==> config.mk <==
export PLATFORM = sky130hd
export DESIGN_NAME = osctb_ctrl
export DESIGN_NICKNAME = d
export VERILOG_FILES = /design/src/rtl/osctb_pkg.sv /design/src/rtl/osctb_sync_if.sv /design/src/rtl/osctb_sync_edge.sv /design/src/rtl/osctb_ctrl.sv
export SDC_FILE = /design/constraint.sdc
export NUM_CORES = 1
export LEC_CHECK = 0
export BUFFER_PORTS_ARGS = -buffer_cell sky130_fd_sc_hd__buf_2
export CAP_MARGIN = 20
export CORE_MARGIN = 2
export CORE_UTILIZATION = 40
export CTS_BUF_LIST = sky130_fd_sc_hd__clkbuf_4 sky130_fd_sc_hd__clkbuf_8 sky130_fd_sc_hd__clkbuf_16
export DETAILED_ROUTE_END_ITERATION = 7
export GPL_ROUTABILITY_DRIVEN = 0
export MAX_ROUTING_LAYER = met4
export PLACE_DENSITY = 0.74
export SYNTH_ARGS = -nofsm -noshare
export SYNTH_HDL_FRONTEND = slang
export SYNTH_SLANG_ARGS = --single-unit
==> constraint.sdc <==
create_clock -name clk_i -period 2.5 [get_ports clk_i]
set_input_delay 0.125 -clock clk_i [delete_from_list [all_inputs] [get_ports clk_i]]
set_output_delay 0.125 -clock clk_i [all_outputs]
set_load 0.01 [all_outputs]
==> src/rtl/osctb_pkg.sv <==
/*
 * Constants, types and register map of the oscillator, time base and
 * watchdog enable control block.
 * Assumes a 32-bit classic Wishbone bus with byte addresses.
 */
package osctb_pkg;

    // Oscillator configuration option, fixed in the factory
    typedef enum logic [1:0] {
        OSC_EXT_XTAL     = 2'b00,
        OSC_EXT_RC       = 2'b01,
        OSC_RC_SLOW_XTAL = 2'b10,
        OSC_RC_ONLY      = 2'b11
    } osctb_osc_cfg_t;

    // Internal fast RC frequency option
    typedef enum logic [1:0] {
        RC_4MHZ  = 2'b00,
        RC_8MHZ  = 2'b01,
        RC_12MHZ = 2'b10
    } osctb_rc_freq_t;

    localparam int ADDR_W = 8;
    localparam int DATA_W = 32;
    localparam int REG_W  = 8;

    localparam logic [ADDR_W-1:0] ADDR_CTRL0  = 8'h00;
    localparam logic [ADDR_W-1:0] ADDR_SYSCTL_ONE = 8'h04;
    localparam logic [ADDR_W-1:0] ADDR_STATUS = 8'h08;

    localparam logic [REG_W-1:0] CTRL0_RST = 8'h00;
    localparam logic [REG_W-1:0] SYSCTL_ONE_RST = 8'h8a;
    localparam logic [REG_W-1:0] CTRL0_MASK = 8'h0b;

    // Control zero fields
    localparam int C0_CLK_SEL = 0;
    localparam int C0_XTAL_LP = 1;
    localparam int C0_PWM_OUT = 3;

    // Control one fields
    localparam int C1_WDT_LSB = 0;
    localparam int C1_TB_LSB  = 4;
    localparam int C1_INT_LSB = 6;

    // Status fields
    localparam int ST_WDT_EN   = 0;
    localparam int ST_SLOW_SYS = 1;
    localparam int ST_FAST_RUN = 2;
    localparam int ST_XTAL_RUN = 3;
    localparam int ST_SRC_RUN  = 4;
    localparam int ST_PIN_A    = 5;
    localparam int ST_PIN_B    = 6;
    localparam int ST_SLEEP    = 7;

    localparam logic [3:0] WDT_OFF_CODE = 4'ha;
    localparam logic [3:0] WDT_ON_CODE  = 4'h5;
    localparam int         TB_BASE_EXP  = 10;

endpackage

==> src/rtl/osctb_sync_if.sv <==
/*
 * Carrier for a synchronised oscillator input: its filtered level and a
 * one-cycle pulse on each accepted rising edge.
 * Assumes both ends run on the one system clock.
 */
`timescale 1ns/1ps

interface osctb_sync_if;
    logic level;
    logic rise;

    modport src (output level, output rise);
    modport dst (input  level, input  rise);
endinterface

==> src/rtl/osctb_sync_edge.sv <==
/*
 * Three-stage synchroniser for an oscillator pin. A change counts once
 * the second and third stages agree; each accepted rise gives one pulse.
 * Assumes the pin toggles slower than half the system clock.
 */
`timescale 1ns/1ps

module osctb_sync_edge #(
    parameter logic INIT = 1'b0
) (
    input  wire logic   clk_i,   // System clock
    input  wire logic   rst_i,   // Synchronous reset, active high
    input  wire logic   pin_i,   // Asynchronous oscillator input
    osctb_sync_if.src   sync     // Filtered level and rise pulse
);

    logic ff1;
    logic ff2;
    logic ff3;

    always_ff @(posedge clk_i)
    begin
        if (rst_i)
        begin
            ff1 <= INIT;
            ff2 <= INIT;
            ff3 <= INIT;
        end
        else
        begin
            ff1 <= pin_i;
            ff2 <= ff1;
            ff3 <= ff2;
        end
    end

    always_ff @(posedge clk_i)
    begin
        if (rst_i)
        begin
            sync.level <= INIT;
            sync.rise  <= 1'b0;
        end
        else
        begin
            if (ff2 == ff3)
            begin
                sync.level <= ff3;
            end
            sync.rise <= (ff2 == ff3) && ff3 && !sync.level;
        end
    end

endmodule // osctb_sync_edge

==> src/rtl/osctb_ctrl.sv <==
/*
 * Oscillator selection, time base and watchdog enable control with a
 * classic Wishbone register slave.
 * Assumes the fast clock sources are modelled by clk_i itself and the
 * slow sources arrive as pins; factory options are static straps.
 */
// The Wishbone register port and the register addresses are this design's own decisions.
// What this block does
// - Period code picks 2^10..2^13 time base cycles
// - Watchdog off only for enable code 1010
// - Always-on option forces watchdog on, ignores code
// - Oscillators also clock watchdog and time base
// - Fast RC runs at 4, 8 or 12MHz
// - Fast RC option frees both shared pins
// - External RC uses pin one only, frees other
// - Slow crystal allowed only with fast RC
// - Low-power bit: 0 quick start, 1 low power
// - Power-on clears the slow crystal low-power bit
// - Slow crystal runs whatever the low-power bit
// - Sleep stops system clock, slow crystal keeps timers
// - Slow RC free-runs in sleep for watchdog
// - Option can disable the slow RC entirely
// - PWM output forces time base clock from system
// - Clock select: 0 fast RC, 1 slow crystal
`timescale 1ns/1ps

module osctb_ctrl
    import osctb_pkg::*;
#(
    parameter int TB_WIDTH = 13
) (
    input  wire logic                   clk_i,      // System clock
    input  wire logic                   rst_i,      // Power-on reset
    input  wire logic                   cyc_i,      // Wishbone cycle
    input  wire logic                   stb_i,      // Wishbone strobe
    input  wire logic                   we_i,       // Write enable
    input  wire logic [osctb_pkg::ADDR_W-1:0] adr_i, // Byte address
    input  wire logic [3:0]             sel_i,      // Byte selects
    input  wire logic [osctb_pkg::DATA_W-1:0] dat_i, // Write data
    output logic [osctb_pkg::DATA_W-1:0] dat_o,     // Read data
    output logic                        ack_o,      // Wishbone ack
    input  wire osctb_pkg::osctb_osc_cfg_t cfg_osc_i, // Osc option
    input  wire osctb_pkg::osctb_rc_freq_t cfg_rc_freq_i, // RC freq
    input  wire logic                   cfg_wdt_on_i,  // Wdt forced
    input  wire logic                   cfg_slow_rc_off_i, // Slow RC off
    input  wire logic                   sleep_i,    // Sleep request
    input  wire logic                   slow_xtal_pin_i, // Slow crystal
    input  wire logic                   slow_rc_pin_i, // Slow RC
    output logic                        sys_clk_en_o,  // System tick
    output logic                        timebase_clock_en_o, // Tick
    output logic                        timebase_event_o, // Period
    output logic                        watchdog_enable_o, // Wdt on
    output logic                        watchdog_clk_en_o, // Wdt tick
    output logic                        internal_fast_rc_run_o, // Run
    output osctb_pkg::osctb_rc_freq_t   internal_fast_rc_freq_o, // Freq
    output logic                        ext_fast_osc_run_o, // Ext fast
    output logic                        slow_crystal_osc_run_o, // Run
    output logic                        slow_crystal_low_power_o, // LP
    output logic                        internal_slow_rc_run_o, // Run
    output logic                        osc_shared_pin_a_gpio_o, // Free
    output logic                        osc_shared_pin_b_gpio_o, // Free
    output logic [1:0]                  ext_int_edge_o  // Edge type
);

    ////////////////////////////////////////////////////////////////////
    // Parameter check

    generate
        if (TB_WIDTH < TB_BASE_EXP + 3)
        begin : g_bad_width
            $error("TB_WIDTH too small for longest time base period");
        end
    endgenerate

    ////////////////////////////////////////////////////////////////////
    // Factory options, caught once after reset release

    osctb_osc_cfg_t   osc_cfg;
    osctb_rc_freq_t   rc_freq_cfg;
    logic             wdt_forced;
    logic             slow_rc_off;
    logic             straps_taken;

    // Straps are sampled once so a glitching option pin cannot
    // reconfigure the clock tree while the core is running
    always_ff @(posedge clk_i)
    begin
        if (rst_i)
        begin
            osc_cfg      <= OSC_RC_ONLY;
            rc_freq_cfg  <= RC_4MHZ;
            wdt_forced   <= 1'b1;
            slow_rc_off  <= 1'b0;
            straps_taken <= 1'b0;
        end
        else if (!straps_taken)
        begin
            osc_cfg      <= cfg_osc_i;
            rc_freq_cfg  <= cfg_rc_freq_i;
            wdt_forced   <= cfg_wdt_on_i;
            slow_rc_off  <= cfg_slow_rc_off_i;
            straps_taken <= 1'b1;
        end
    end

    ////////////////////////////////////////////////////////////////////
    // Slow oscillator pins

    osctb_sync_if xtal_sync ();
    osctb_sync_if slowrc_sync ();

    osctb_sync_edge #(
        .INIT  (1'b0)
    ) u_xtal_sync (
        .clk_i (clk_i),
        .rst_i (rst_i),
        .pin_i (slow_xtal_pin_i),
        .sync  (xtal_sync.src)
    );

    osctb_sync_edge #(
        .INIT  (1'b0)
    ) u_slowrc_sync (
        .clk_i (clk_i),
        .rst_i (rst_i),
        .pin_i (slow_rc_pin_i),
        .sync  (slowrc_sync.src)
    );

    ////////////////////////////////////////////////////////////////////
    // Control registers

    logic [REG_W-1:0] ctrl0;
    logic [REG_W-1:0] system_control_one;
    logic             bus_req;
    logic             wr_low;

    assign bus_req = cyc_i && stb_i && !ack_o;
    // Writes land on the acknowledged edge, while the master still
    // holds address and data, so an abandoned request changes nothing
    assign wr_low  = cyc_i && stb_i && ack_o && we_i && sel_i[0];

    // Power-on clears the low-power bit so the crystal starts quickly
    always_ff @(posedge clk_i)
    begin
        if (rst_i)
        begin
            ctrl0 <= CTRL0_RST;
        end
        else if (wr_low && adr_i == ADDR_CTRL0)
        begin
            ctrl0 <= dat_i[REG_W-1:0] & CTRL0_MASK;
        end
    end

    always_ff @(posedge clk_i)
    begin
        if (rst_i)
        begin
            system_control_one <= SYSCTL_ONE_RST;
        end
        else if (wr_low && adr_i == ADDR_SYSCTL_ONE)
        begin
            system_control_one <= dat_i[REG_W-1:0];
        end
    end

    ////////////////////////////////////////////////////////////////////
    // Clock source selection

    logic       xtal_cfg;
    logic       slow_sys;
    logic       fast_run;
    logic       slow_rc_run;
    logic       sys_tick;
    logic       tb_tick;
    logic       wdt_tick;
    logic       wdt_en;
    logic [3:0] wdt_code;
    logic [1:0] tb_sel;

    assign wdt_code = system_control_one[C1_WDT_LSB +: 4];
    assign tb_sel   = system_control_one[C1_TB_LSB +: 2];

    // Slow crystal exists only beside the fast RC
    assign xtal_cfg = (osc_cfg == OSC_RC_SLOW_XTAL);
    // Clock select is honoured only in that pairing
    assign slow_sys = xtal_cfg && ctrl0[C0_CLK_SEL];
    assign fast_run = (osc_cfg == OSC_RC_ONLY || xtal_cfg)
                      && !slow_sys && !sleep_i;
    assign slow_rc_run = !slow_rc_off;

    // Fast sources are the system clock itself; sleep stops it
    assign sys_tick = !sleep_i
                      && (slow_sys ? xtal_sync.rise : 1'b1);

    // Without PWM the slow crystal keeps the timers going in sleep
    assign tb_tick = (ctrl0[C0_PWM_OUT] || !xtal_cfg) ? sys_tick
                     : xtal_sync.rise;

    // Slow RC ignores sleep so the watchdog stays alive
    assign wdt_tick = slow_rc_run ? slowrc_sync.rise
                      : sys_tick;

    assign wdt_en = wdt_forced
                    || (wdt_code != WDT_OFF_CODE);

    ////////////////////////////////////////////////////////////////////
    // Time base

    logic [TB_WIDTH-1:0] tb_count;
    logic [TB_WIDTH-1:0] tb_limit;
    logic                tb_done;

    // Period is 2^(10+sel) ticks of the time base clock
    assign tb_limit = TB_WIDTH'((1 << (TB_BASE_EXP + int'(tb_sel)))
                                - 1);
    assign tb_done  = tb_tick && (tb_count >= tb_limit);

    // The >= guards against a shorter period chosen mid-count
    always_ff @(posedge clk_i)
    begin
        if (rst_i)
        begin
            tb_count <= '0;
        end
        else if (tb_done)
        begin
            tb_count <= '0;
        end
        else if (tb_tick)
        begin
            tb_count <= tb_count + 1'b1;
        end
    end

    ////////////////////////////////////////////////////////////////////
    // Registered outputs

    // Tick pulses: registered so consumers see clean one-cycle enables
    always_ff @(posedge clk_i)
    begin
        if (rst_i)
        begin
            sys_clk_en_o        <= 1'b0;
            timebase_clock_en_o <= 1'b0;
            timebase_event_o    <= 1'b0;
            watchdog_clk_en_o   <= 1'b0;
        end
        else
        begin
            sys_clk_en_o        <= sys_tick;
            timebase_clock_en_o <= tb_tick;
            timebase_event_o    <= tb_done;
            watchdog_clk_en_o   <= wdt_tick;
        end
    end

    // Oscillator run states and pin release
    always_ff @(posedge clk_i)
    begin
        if (rst_i)
        begin
            watchdog_enable_o       <= 1'b1;
            internal_fast_rc_run_o  <= 1'b0;
            internal_fast_rc_freq_o <= RC_4MHZ;
            ext_fast_osc_run_o      <= 1'b0;
            slow_crystal_osc_run_o  <= 1'b0;
            internal_slow_rc_run_o  <= 1'b0;
            osc_shared_pin_a_gpio_o <= 1'b0;
            osc_shared_pin_b_gpio_o <= 1'b0;
        end
        else
        begin
            watchdog_enable_o       <= wdt_en;
            internal_fast_rc_run_o  <= fast_run;
            internal_fast_rc_freq_o <= rc_freq_cfg;
            ext_fast_osc_run_o      <= (osc_cfg == OSC_EXT_XTAL
                                       || osc_cfg == OSC_EXT_RC)
                                       && !sleep_i;
            // Runs in sleep and in either power mode
            slow_crystal_osc_run_o  <= xtal_cfg;
            internal_slow_rc_run_o  <= slow_rc_run;
            osc_shared_pin_a_gpio_o <= (osc_cfg == OSC_RC_ONLY);
            osc_shared_pin_b_gpio_o <= (osc_cfg == OSC_RC_ONLY)
                                       || (osc_cfg == OSC_EXT_RC);
        end
    end

    // Register mirrors
    always_ff @(posedge clk_i)
    begin
        if (rst_i)
        begin
            slow_crystal_low_power_o <= 1'b0;
            ext_int_edge_o           <= 2'h0;
        end
        else
        begin
            slow_crystal_low_power_o <= ctrl0[C0_XTAL_LP];
            ext_int_edge_o <= system_control_one[C1_INT_LSB +: 2];
        end
    end

    ////////////////////////////////////////////////////////////////////
    // Status and bus answer

    logic [REG_W-1:0] status;

    always_comb
    begin
        status              = '0;
        status[ST_WDT_EN]   = watchdog_enable_o;
        status[ST_SLOW_SYS] = slow_sys;
        status[ST_FAST_RUN] = internal_fast_rc_run_o;
        status[ST_XTAL_RUN] = slow_crystal_osc_run_o;
        status[ST_SRC_RUN]  = internal_slow_rc_run_o;
        status[ST_PIN_A]    = osc_shared_pin_a_gpio_o;
        status[ST_PIN_B]    = osc_shared_pin_b_gpio_o;
        status[ST_SLEEP]    = sleep_i;
    end

    // One wait state; unmapped reads return zero, writes are dropped
    always_ff @(posedge clk_i)
    begin
        if (rst_i)
        begin
            ack_o <= 1'b0;
            dat_o <= '0;
        end
        else
        begin
            ack_o <= bus_req;
            dat_o <= '0;
            if (bus_req && !we_i)
            begin
                case (adr_i)
                    ADDR_CTRL0:  dat_o <= DATA_W'(ctrl0);
                    ADDR_SYSCTL_ONE: dat_o <= DATA_W'(system_control_one);
                    ADDR_STATUS: dat_o <= DATA_W'(status);
                    default:     dat_o <= '0;
                endcase
            end
        end
    end

endmodule // osctb_ctrl

==> results.sh <==
export IMPL_run_status="complete, no violations"
export IMPL_die_height_um=87.3
export IMPL_power_leakage_nw=1.50
export IMPL_drv_slew=0
export IMPL_period_needed_ns=2.08
export IMPL_max_clock_path_buffers=2
export IMPL_crit_fanout=5
export IMPL_route_detailed_drc=0
export IMPL_worst_r2r_path_depth=7
export IMPL_globalRoute_totalOverflow=0
export IMPL_via_per_inst=4.81
export IMPL_detailedPlace_worstSlack_ns=0.464
export IMPL_timing_hold_worst_path_depth=3
export IMPL_die_width_um=87.3
export IMPL_post_drt_wl_per_cell_um=12.2
export IMPL_floorplan_initialDensity_pct=41.1
export IMPL_postRouteAntennaNets=0
export IMPL_insertion_delay_ns=0.34
export IMPL_finalHoldViolCount=0
export IMPL_max_stage_delay_ns=0.60
export IMPL_power_switching_share_pct=23.0
export IMPL_irDropWorstVdd_mv=0.283
export IMPL_netlist_top_cells_area="sky130_fd_sc_hd__dfxtp_1 48%, sky130_fd_sc_hd__mux2i_1 8.6%, sky130_fd_sc_hd__buf_4 6.5%, sky130_fd_sc_hd__nor2_1 5.4%, sky130_fd_sc_hd__ha_1 3.6%"
export IMPL_cts_inserted_buffers=9
export IMPL_timing_worst_slew_pin_value_ns=0.677
export IMPL_drt_first_iter_violations=94
export IMPL_synth_area_leader_cell="sky130_fd_sc_hd__dfxtp_1"
export IMPL_number_of_nets_in_the_finished_design=417
export IMPL_setup_worst_path_start_class="flip-flop"
export IMPL_final_core_utilization_pct=48.7
export IMPL_n_antenna_cell=0
export IMPL_antenna_found_initial=0
export IMPL_post_route_period_util_pct=83.3
export IMPL_design_area_mm2=0.00329
export IMPL_grt_usage_pct=14.7
export IMPL_fin_setup_tns_ns=0
export IMPL_synth_seq_cells=66
export IMPL_areaGrowthSynthToFinish_pct=18.4
export IMPL_timing_critical_path_max_delay_family="compound AO/OA/AOI/OAI gates"
export IMPL_dr_total_vias=2088
export IMPL_pwr_share_comb_pct=7.3
export IMPL_synth_sequential_area_ratio_pct=47.6
export IMPL_cellPowerDensity_mw_per_mm2=637
export IMPL_number_of_gates_resized_after_cts=0
export IMPL_placedInstanceArea_mm2=0.00304
export IMPL_ys_async_rst_share_pct=0
export IMPL_numClockSinks=66
export IMPL_fin_hold_ws_ns=0.0150
export IMPL_dp_final_hpwl_um=3910
export IMPL_worst_hold_startpoint="dat_i[1]"
export IMPL_cell_chosen_for_the_clock_root="sky130_fd_sc_hd__clkbuf_8"
export IMPL_largest_net_degree_at_the_start_of_global_routing=22
export IMPL_timing_slew_headroom_pct=54.6
export IMPL_critical_path_reg2reg_startpoint="system_control_one[5]"
export IMPL_post_synth_cell_area_avg_um2=9.71
export IMPL_vias_in_the_first_global_route=1798
export IMPL_arrival_time_worst_endpoint_ns=2.34
export IMPL_critPathMostFrequentCell="sky130_fd_sc_hd__nand2_1"
export IMPL_ctsHtreeMaxLevel=3
export IMPL_cts_clk_slew_worst_paths_ns=0.07
export IMPL_report_final_setup_viol=0
export IMPL_worst_ep_required_time_ns=2.76
export IMPL_timing_reg2reg_setup_slack_ns=0.42
export IMPL_synth_edff_count=0
export IMPL_dieArea_mm2=0.00763
export IMPL_cts_post_setup_buffers_inserted=0
export IMPL_setup_ws_ns=0.418
export IMPL_timing_critical_path_slowest_stage_cell="sky130_fd_sc_hd__a211oi_1"
export IMPL_core_area_mm2=0.00676
export IMPL_timing_clock_skew_ns=0.0118
export IMPL_grt_first_pass_wirelength_um=8300
export IMPL_synth_ff_type="sky130_fd_sc_hd__dfxtp_1"
export IMPL_path_cells="nand2_1 -> ha_1 -> a21oi_1 -> nand2_1 -> a211oi_1 -> nand3_1 -> o21ai_0"
export IMPL_whs_endpoint="system_control_one[1]"
export IMPL_power_share_clock_pct=40.3
export IMPL_port_buffers=55
export IMPL_drive_above_1_share_pct=22.0
export IMPL_cp_end_kind="flip-flop"
export IMPL_post_synth_instance_area_mm2=0.00278
export IMPL_critPathBufInv=0
export IMPL_timing_rr_end="tb_count[2]"
export IMPL_max_cap_viol_count=0
export IMPL_dr_pass1_iters=4
export IMPL_yosys_warnings=0
export IMPL_net_switching_power_of_the_design_w=0.000481
export IMPL_floorplan_row_count=30
export IMPL_rsz0062_at_grt="no"
export IMPL_ctsHoldBuffers=7
export IMPL_synth_top_area_share_pct=47.6
export IMPL_tritoncts="built"
export IMPL_hold_path_class="input pin to flip-flop"
export IMPL_sequentialPowerShare_pct=52.4
export IMPL_netlist_instances=286
export IMPL_internal_power_w=0.00161
export IMPL_wl_um=5310
export IMPL_synth_lib_cells_used_distinct=42
export IMPL_crit_type="flip-flop to flip-flop"
export IMPL_timing_fmax_mhz=480
export IMPL_boundaryPins=107
[cells in the mapped netlist (2+ instances only)]
cell type / number
sky130_fd_sc_hd__dfxtp_1: 66
sky130_fd_sc_hd__nor2_1: 40
sky130_fd_sc_hd__buf_4: 24
sky130_fd_sc_hd__mux2i_1: 24
sky130_fd_sc_hd__nor2b_1: 16
sky130_fd_sc_hd__nand2_1: 14
sky130_fd_sc_hd__nand4_1: 10
sky130_fd_sc_hd__ha_1: 8
sky130_fd_sc_hd__xor2_1: 8
sky130_fd_sc_hd__a21oi_1: 7
sky130_fd_sc_hd__nand3_1: 7
sky130_fd_sc_hd__inv_1: 6
sky130_fd_sc_hd__nor3_1: 6
sky130_fd_sc_hd__a22oi_1: 5
sky130_fd_sc_hd__clkbuf_1: 5
sky130_fd_sc_hd__nor3b_1: 4
sky130_fd_sc_hd__and3_1: 3
sky130_fd_sc_hd__buf_1: 3
sky130_fd_sc_hd__buf_2: 3
sky130_fd_sc_hd__o21ai_0: 3
sky130_fd_sc_hd__a2111oi_0: 2
sky130_fd_sc_hd__nor4_1: 2
[placed cells by master (no fill, tap or decap), types with 3 or more instances in the layout]
cell type	n
sky130_fd_sc_hd__and3_1	3
sky130_fd_sc_hd__dfxtp_1	66
sky130_fd_sc_hd__dlygate4sd3_1	7
sky130_fd_sc_hd__ha_1	8
sky130_fd_sc_hd__nand2_1	14
sky130_fd_sc_hd__a22oi_1	5
sky130_fd_sc_hd__mux2i_1	24
sky130_fd_sc_hd__nor3_1	6
sky130_fd_sc_hd__a21oi_1	7
sky130_fd_sc_hd__nor2b_1	16
sky130_fd_sc_hd__xor2_1	8
sky130_fd_sc_hd__nand4_1	10
sky130_fd_sc_hd__nor2_1	40
sky130_fd_sc_hd__nor3b_1	4
sky130_fd_sc_hd__clkbuf_8	9
sky130_fd_sc_hd__o21ai_0	3
sky130_fd_sc_hd__nand3_1	7
sky130_fd_sc_hd__buf_2	55
sky130_fd_sc_hd__conb_1	26
sky130_fd_sc_hd__inv_1	6
[worst min-delay path, delay by kind of cell]
| family | cells | cell delay, ns |
|---|---|---|
| mux | 1 | 0.06 |
| buf+inv | 1 | 0.09 |
| simple gates | 1 | 0.06 |
[worst max path at each step]
stage	start	endpoint	slack [ns]	cells after the start
floorplan	system_control_one[5]	tb_count[10]	0.74	6
finish	system_control_one[5]	tb_count[2]	0.42	7
detailed placement	system_control_one[5]	tb_count[2]	0.46	7
global placement	system_control_one[5]	tb_count[2]	0.57	7
CTS	system_control_one[5]	tb_count[2]	0.43	7
global route	system_control_one[4]	tb_count[2]	0.22	7
[power by group through the flow]
stage / clock network, W / registers, W / logic [W]
global placement: 0 / 0.00112 / 0.000143
finish: 0.000843 / 0.00110 / 0.000153
CTS: 0.000867 / 0.00110 / 0.000154
global route: 0.000905 / 0.00110 / 0.000171
detailed placement: 0 / 0.00112 / 0.000145
floorplan: 0 / 0.00112 / 0.000118
[per-layer routing]
| layer | part of all wire, % | GRT usage, % | vias to the layer above |
|---|---|---|---|
| met1 | 46 | 17.7 | 964 |
| met2 | 47 | 22.1 | 60 |
| li1 | - | - | 1059 |
| met3 | 5.2 | 4.17 | 5 |
| met4 | 1.5 | 8.39 | 0 |
| met5 | 0 | - | - |
[sequential cells by signal, indices dropped and copies added, names as in the netlist, 2 cells and up]
signal / cells
dat_o: 8
system_control_one: 8
tb_count: 13
ext_int_edge_o: 2
internal_fast_rc_freq_o: 2
ctrl0: 3
osc_cfg: 2
rc_freq_cfg: 2
[cell type report]
cell class	count	area, µm²
well taps	80	100
clock buffers	11	139
clock inverters	3	42.5
inverters	7	26.3
flip-flops and latches	66	1320
fillers	629	3470
repair buffers	64	360
multi-input cells	203	1300
[stage by stage]
stage | total power (W) | std cells
after floorplan | 0.00124 | 311
after detailed placement | 0.00127 | 413
after global routing | 0.00218 | 434
after global placement | 0.00126 | 413
final | 0.00209 | 434
after CTS | 0.00212 | 434
[logic make-up after synthesis]
kind of cell | after synthesis | synth area share (%)
simple gates | 112 | 21.1
other cells | 1 | 0.135
mux | 24 | 8.65
compound gates | 25 | 7.34
buf+inv | 42 | 9.05
fa+ha+maj | 8 | 3.60
xor+xnor | 8 | 2.52
flops | 66 | 47.6
Power figures use the tool's default switching activity.
